File: src/ctrl_action_cfg.svh
// ctrl_action_cfg.svh: constants for the control input action decoder
// assumes a 250 MHz system clock; included by bare name
`ifndef CTRL_ACTION_CFG_SVH
`define CTRL_ACTION_CFG_SVH

`define CLK_HZ            250000000
`define CYC_PER_SEC       (`CLK_HZ)
`define WIDTH_5_S         5
`define WIDTH_10_S        10
`define WIDTH_15_S        15
`define SEC_CNT_W         28
`define WIDTH_SEL_RESET   2'h0
`define FUNC_RESET        3'h3
`define OVR_RESET         2'h0

`endif

File: src/ctrl_action_pkg.sv
// ctrl_action_pkg.sv: types shared by the control input action decoder
// assumes nothing beyond a SystemVerilog compiler
package ctrl_action_pkg;

    // function selection for the control input
    typedef enum logic [2:0]
    {
        FUNC_CAL          = 3'h0,
        FUNC_TEST_ZERO    = 3'h1,
        FUNC_TEST         = 3'h2,
        FUNC_HOLD_CAL_PZ  = 3'h3,
        FUNC_HOLD_CAL_PT  = 3'h4
    } func_sel_t;

    // maximum pulse width choice
    typedef enum logic [1:0]
    {
        WIDTH_5   = 2'h0,
        WIDTH_10  = 2'h1,
        WIDTH_15  = 2'h2
    } width_sel_t;

    // calibration override
    typedef enum logic [1:0]
    {
        OVR_FOLLOW = 2'h0,
        OVR_ON     = 2'h1,
        OVR_OFF    = 2'h2
    } cal_ovr_t;

    // action start pulses
    typedef struct packed
    {
        logic cal;        // start calibration
        logic test;       // start self-test
        logic zero;       // auto-zero after self-test
    } action_t;

endpackage : ctrl_action_pkg

File: src/second_tick.sv
// second_tick.sv: free-running divider giving a one-cycle pulse each second
// assumes a single clock and async active-low reset
`timescale 1ns/1ps

module second_tick
    import ctrl_action_pkg::*;
#(
    parameter int unsigned CYCLES = 250000000  // cycles per tick
)
(
    input  wire logic clk,      // system clock
    input  wire logic arst_n,   // async reset, active low
    input  wire logic clear,    // restart the count
    output logic      tick      // one-cycle pulse
);

    localparam int W = $clog2(CYCLES);

    logic [W-1:0] count;        // cycle counter

    // count cycles, pulse at the end of each period
    always_ff @(posedge clk or negedge arst_n)
    begin
        if (!arst_n)
        begin
            count <= '0;
            tick  <= 1'b0;
        end
        else if (clear)
        begin
            count <= '0;
            tick  <= 1'b0;
        end
        else if (count == W'(CYCLES - 1))
        begin
            count <= '0;
            tick  <= 1'b1;
        end
        else
        begin
            count <= count + 1'b1;
            tick  <= 1'b0;
        end
    end

endmodule : second_tick

File: src/ctrl_action_decoder.sv
// ctrl_action_decoder.sv: turns the external control input into actions
// assumes settings come from firmware on the same clock; ctrl_in is async
//
// Operation
// - calibration-only mode: calibrate on rising edge
// - self-test plus auto-zero mode: on high
// - self-test-only mode: self-test on high
// - hold calibrates, pulse gives self-test plus zero
// - hold-cal/pulse-test-zero is the default function
// - hold calibrates, pulse gives self-test only
// - maximum width 5, 10 or 15 s
// - shorter than maximum is pulse, else hold
// - override on: calibration always enabled
// - override off: calibration always disabled
// - override returns to follow on reset
// - calibration on drives status output low
`timescale 1ns/1ps
`include "ctrl_action_cfg.svh"

module ctrl_action_decoder
    import ctrl_action_pkg::*;
#(
    parameter int unsigned CYC_PER_SEC = `CYC_PER_SEC  // shorten in simulation
)
(
    input  wire logic       clk,        // 250 MHz system clock
    input  wire logic       arst_n,     // async reset, active low
    input  wire logic       ctrl_in,    // external control pin, async
    input  wire logic       func_wr,    // strobe: load function selection
    input  wire func_sel_t  func_in,    // new function selection
    input  wire logic       width_wr,   // strobe: load pulse width choice
    input  wire width_sel_t width_in,   // new pulse width choice
    input  wire logic       ovr_wr,     // strobe: load calibration override
    input  wire cal_ovr_t   ovr_in,     // new override value
    output action_t         action,     // one-cycle action start pulses
    output logic            cal_enabled,// calibration currently enabled
    output logic            status_ok,  // status output, low while cal on
    output func_sel_t       func_now,   // function in effect
    output width_sel_t      width_now   // pulse width in effect
);

    ////////////////////////////////////////////////////////////////////
    // settings

    cal_ovr_t ovr;              // calibration override

    // function selection, default is hold-cal / pulse test+zero
    always_ff @(posedge clk or negedge arst_n)
    begin
        if (!arst_n)
            func_now <= func_sel_t'(`FUNC_RESET);
        else if (func_wr && func_in <= FUNC_HOLD_CAL_PT)
            func_now <= func_in;
    end

    // width choice, default 5 s; reserved code ignored
    always_ff @(posedge clk or negedge arst_n)
    begin
        if (!arst_n)
            width_now <= width_sel_t'(`WIDTH_SEL_RESET);
        else if (width_wr && width_in != 2'h3)
            width_now <= width_in;
    end

    // override, back to follow on every reset
    always_ff @(posedge clk or negedge arst_n)
    begin
        if (!arst_n)
            ovr <= cal_ovr_t'(`OVR_RESET);
        else if (ovr_wr && ovr_in != 2'h3)
            ovr <= ovr_in;
    end

    ////////////////////////////////////////////////////////////////////
    // input synchroniser

    logic [2:0] sync;           // three-stage synchroniser
    logic       level;          // filtered input level

    // shift pin through three flops
    always_ff @(posedge clk or negedge arst_n)
    begin
        if (!arst_n)
            sync <= 3'h0;
        else
            sync <= {sync[1:0], ctrl_in};
    end

    // accept a change once stages two and three agree
    always_ff @(posedge clk or negedge arst_n)
    begin
        if (!arst_n)
            level <= 1'b0;
        else if (sync[1] == sync[2])
            level <= sync[2];
    end

    logic level_d;              // previous level
    logic rise;                 // rising edge of level
    logic fall;                 // falling edge of level

    always_ff @(posedge clk or negedge arst_n)
    begin
        if (!arst_n)
            level_d <= 1'b0;
        else
            level_d <= level;
    end

    assign rise = level & ~level_d;
    assign fall = ~level & level_d;

    ////////////////////////////////////////////////////////////////////
    // seconds timing of the high interval

    logic       sec;            // one-second tick while high
    logic [3:0] secs;           // whole seconds counted
    logic [3:0] limit;          // selected maximum in seconds
    logic       decided;        // action already chosen for this high

    second_tick #(
        .CYCLES (CYC_PER_SEC)
    ) u_tick (
        .clk    (clk),
        .arst_n (arst_n),
        .clear  (~level),
        .tick   (sec)
    );

    // map width choice to seconds
    always_comb
    begin
        unique case (width_now)
            WIDTH_10: limit = 4'(`WIDTH_10_S);
            WIDTH_15: limit = 4'(`WIDTH_15_S);
            default:  limit = 4'(`WIDTH_5_S);
        endcase
    end

    // count seconds high, cleared while low
    always_ff @(posedge clk or negedge arst_n)
    begin
        if (!arst_n)
            secs <= 4'h0;
        else if (!level)
            secs <= 4'h0;
        else if (sec && secs < limit)                // stop at the maximum
            secs <= secs + 4'h1;
    end

    logic combined;             // hold/pulse function in effect
    logic hold_hit;             // high time just reached the maximum

    assign combined = (func_now == FUNC_HOLD_CAL_PZ) || (func_now == FUNC_HOLD_CAL_PT);
    // maximum reached while high, or on the very edge it falls: still a hold
    assign hold_hit = (level || fall) && !decided && secs >= limit;

    // one decision per high interval
    always_ff @(posedge clk or negedge arst_n)
    begin
        if (!arst_n)
            decided <= 1'b0;
        else if (!level)
            decided <= 1'b0;
        else if (hold_hit)
            decided <= 1'b1;
    end

    ////////////////////////////////////////////////////////////////////
    // calibration enable and status

    // override forces on or off, else follow function selection
    always_comb
    begin
        unique case (ovr)
            OVR_ON:  cal_enabled = 1'b1;
            OVR_OFF: cal_enabled = 1'b0;
            default: cal_enabled = (func_now == FUNC_CAL) || combined;
        endcase
    end

    // status low while calibration is enabled and override is on, a cal pulse starts or the pin is high
    always_ff @(posedge clk or negedge arst_n)
    begin
        if (!arst_n)
            status_ok <= 1'b1;
        else
            status_ok <= ~(cal_enabled && (ovr == OVR_ON || action.cal || level));
    end

    ////////////////////////////////////////////////////////////////////
    // action decode

    action_t next_action;       // combinational action choice

    always_comb
    begin
        next_action = '0;
        unique case (func_now)
            FUNC_CAL:
                next_action.cal = rise && cal_enabled;
            FUNC_TEST_ZERO:
            begin
                next_action.test = rise;
                next_action.zero = rise;
            end
            FUNC_TEST:
                next_action.test = rise;
            FUNC_HOLD_CAL_PZ, FUNC_HOLD_CAL_PT:
            begin
                // hold: reached the maximum first
                next_action.cal  = hold_hit && cal_enabled;
                // pulse: fell strictly before the maximum
                next_action.test = fall && !decided && secs < limit;
                next_action.zero = next_action.test && func_now == FUNC_HOLD_CAL_PZ;
            end
            default:
                next_action = '0;
        endcase
    end

    // register action pulses
    always_ff @(posedge clk or negedge arst_n)
    begin
        if (!arst_n)
            action <= '0;
        else
            action <= next_action;
    end

endmodule : ctrl_action_decoder

File: config.mk
export PLATFORM = sky130hd
export DESIGN_NAME = ctrl_action_decoder
export DESIGN_NICKNAME = d
export VERILOG_FILES = /design/src/ctrl_action_pkg.sv /design/src/second_tick.sv /design/src/ctrl_action_decoder.sv
export VERILOG_INCLUDE_DIRS = /design/src /design/src/src
export SDC_FILE = /design/constraint.sdc
export NUM_CORES = 1
export LEC_CHECK = 0
export ABC_AREA = 1
export BUFFER_PORTS_ARGS = -buffer_cell sky130_fd_sc_hd__buf_2
export CORE_MARGIN = 2
export CORE_UTILIZATION = 64
export DETAILED_ROUTE_END_ITERATION = 8
export PLACE_DENSITY = 0.95
export SLEW_MARGIN = 20
export SYNTH_ARGS = -nofsm -noshare
export SYNTH_HDL_FRONTEND = slang
export SYNTH_SLANG_ARGS = --single-unit
File: constraint.sdc
create_clock -name clk -period 3.7 [get_ports clk]
set_input_delay 0.185 -clock clk [delete_from_list [all_inputs] [get_ports clk]]
set_output_delay 0.185 -clock clk [all_outputs]
set_load 0.02 [all_outputs]
==> flow_metrics.env <==
export IMPL_drc_markers=0
export IMPL_grt_usage=0.275
export IMPL_timing_critical_path_arrival_ns=1.58
export IMPL_dpl_hpwl_mm=4.84
export IMPL_timing_critical_path_cells="nand2_1, nor2_1, nor2_1, a21oi_1, buf_2"
export IMPL_route_detailed_wl_per_inst_um=13.0
export IMPL_layoutNonFillerInstCount=482
export IMPL_totalWireLength_mm=6.24
export IMPL_synth_top_flop_cell="dfrtp_1"
export IMPL_numClockSinks=50
export IMPL_cts_path_max_buffers=2
export IMPL_pwr_per_cell_area_nw_per_um2=355
export IMPL_antennaDiodeCount=0
export IMPL_vdd_ir_drop_max_v=0.000251
export IMPL_min_period_ns=1.76
export IMPL_row_count=24
export IMPL_replace_congestion=0.939
export IMPL_timing_worst_slew_pin_value_ns=0.744
export IMPL_synthToLayoutAreaGrowth_pct=9.58
export IMPL_grt_setup_unrepaired="false"
export IMPL_core_area_um2=4320
export IMPL_hold_path_class="input port to flip-flop"
export IMPL_number_of_enable_flip_flop_cells_after_synthesis=0
export IMPL_floorplan_die_width_um=70.7
export IMPL_tritoncts_num_buffers=5
export IMPL_dr_total_vias=2613
export IMPL_postSynth_asyncResetShare=1.00
export IMPL_report_final_hold_viol_count=0
export IMPL_slew_viol_final=0
export IMPL_initial_drc_count=112
export IMPL_floorplan_initialDensity=0.659
export IMPL_final_design_area_no_fill_um2=3120
export IMPL_syn_std_cell_area_um2=2850
export IMPL_cp_buffers_inverters=1
export IMPL_yosysWarnings=0
export IMPL_internal_power_mw=0.782
export IMPL_cts_setup_buffers=0
export IMPL_number_of_synthesized_register_bits=50
export IMPL_combinationalPowerShare=0.163
export IMPL_grt_pass1_wl_mm=10.8
export IMPL_buffers_added_on_ports=22
export IMPL_end_kind="output pin"
export IMPL_post_synthesis_instance_total=401
export IMPL_design_final_nets=448
export IMPL_required_worst_endpoint_ns=3.51
export IMPL_power_switching_share=0.294
export IMPL_drt_antenna_violating_nets=0
export IMPL_grt_start_max_net_pins=51
export IMPL_worst_slew_margin_rel=0.503
export IMPL_place_area_um2=3010
export IMPL_crit_path_max_fanout=5
export IMPL_timing_max_cap_violations=0
export IMPL_first_global_vias=2531
export IMPL_p_clk_frac=0.281
export IMPL_fmaxAchievable_mhz=567
export IMPL_cts_root_buffer_cell="clkbuf_8"
export IMPL_post_route_cells_drive_above_1_share=0.114
export IMPL_synth_fp_nets=420
export IMPL_dieHeight_um=70.7
export IMPL_htreeDepth=2
export IMPL_viasPerCell=5.42
export IMPL_cts_resized_gates=0
export IMPL_drtPass1Iterations=5
export IMPL_switching_power_mw=0.325
export IMPL_hold_buffers=1
export IMPL_cpPeakStageDelay_ns=0.57
export IMPL_timing_critical_path_slowest_stage_cell="dfstp_2"
export IMPL_cellLeakagePower_nw=1.41
export IMPL_synth_area_per_cell_um2=7.10
export IMPL_grt_antenna_before_repair=0
export IMPL_clock_tree_from_tritoncts="yes"
export IMPL_post_place_cells=472
export IMPL_setup_viol=0
export IMPL_setup_worst_path_class="flip-flop to output pin"
export IMPL_post_route_period_util=0.477
export IMPL_crit_path_frequent_cell="nor2_1"
export IMPL_path_clk_slew_ns=0.09
export IMPL_die_area_um2=5000
export IMPL_pin_count=23
export IMPL_seq_area_frac_synth=0.441
export IMPL_fin_skew_ns=0.0101
export IMPL_hp_start="func_in[0]"
export IMPL_post_synth_num_cell_types=24
export IMPL_outcome="finished, final reports clean"
export IMPL_clkLatencyLatePin_ns=0.31
export IMPL_grt_overflow_total=0
export IMPL_pwr_share_seq=0.556
export IMPL_totalNegativeSetupSlack_ns=0
export IMPL_worstReg2RegStart="width_now[0]"
export IMPL_critical_path_top_delay_family="flip-flops"
export IMPL_critical_path_origin="func_now[0]"
export IMPL_startpoint_type="flip-flop"
==> sequential cells by signal, summed over array words and instances, names as in the netlist <==
name and flops:
u_tick.count 28, action 3, level 1, u_tick.tick 1
ovr 2, width_now 2, status_ok 1, sync 3
secs 4, decided 1, level_d 1, func_now 3
==> cell usage after synthesis, types with 5 or more instances <==
master,instances,area share
a21oi_1,7,0.012
dfrtp_1,47,0.41
ha_1,6,0.026
inv_1,42,0.055
nand2_1,108,0.14
nand3_1,32,0.056
nor2_1,102,0.13
nor2_2,8,0.018
nor3_1,5,0.0088
o21ai_0,6,0.011
xnor2_1,5,0.015
xor2_1,10,0.031
==> per-layer routing <==
layer  GRT usage  vias to the layer above  part of all wire
li1            -                     1295                 -
met1       0.341                     1190              0.41
met2       0.457                       98              0.49
met3      0.0413                       30             0.051
met4       0.161                        0             0.052
met5           0                        -                 0
==> cell families (layout without fill, tap and decap cells) <==
group,Yosys count,after routing,share of synthesized area
AND/OR/NAND/NOR,267,267,0.392
flip-flops,50,50,0.441
buffers and inverters,47,76,0.0620
XOR/XNOR,15,15,0.0461
AO/OA/AOI/OAI,14,14,0.0255
adder cells (fa/ha/maj),7,7,0.0299
multiplexers,1,1,0.00395
==> power by group through the flow <==
stage                     clock (mW)  combinational [mW]  sequential, mW
after CTS                      0.319               0.181           0.615
after detailed placement           0               0.179           0.626
after floorplan                    0               0.109           0.635
after global routing           0.337               0.209           0.621
final                          0.311               0.180           0.616
after global placement             0               0.170           0.624
==> cells in the final DEF, fill, tap and decap left out, types with 5 or more instances in the layout <==
cell / instances
o21ai_0: 6
nor2_2: 8
a21oi_1: 7
xor2_1: 10
nor3_1: 5
nor2_1: 102
ha_1: 6
buf_2: 21
nand3_1: 32
dfrtp_1: 47
nand2_1: 108
clkbuf_8: 5
xnor2_1: 5
inv_1: 42
==> final timing paths <==
kind | end | slack [ns] | depth (start not counted)
max | cal_enabled | 1.94 | 5
min | func_now[0] | 0.12 | 2
max reg2reg | secs[0] | 1.96 | 10
min reg2reg | sync[1] | 0.37 | 0
max in group asynchronous | func_now[2] | 2.86 | 2
min in group asynchronous | width_now[0] | 0.43 | 2
==> stage by stage <==
stage | setup WS [ns] | power [mW] | util | hold slack (ns)
CTS | 1.93 | 1.12 | 0.719 | 0.113
detailed placement | 1.99 | 0.806 | 0.696 | 0.294
global route | 1.78 | 1.17 | 0.722 | 0.123
floorplan | 2.07 | 0.744 | - | -0.111
finish | 1.94 | 1.11 | 0.722 | 0.117
global placement | 2.07 | 0.794 | 0.696 | 0.293
==> area by class of cell <==
cell class                 count  area [um2]
clock buffer                   6        72.6
clock inverter                 2        13.8
fill                         350        1200
inverter                      44         165
multi-input combinational    304        1420
sequential                    50        1250
tap                           52        65.1
timing repair buffer          24         133
No activity file was read; power rests on OpenSTA's default activity.
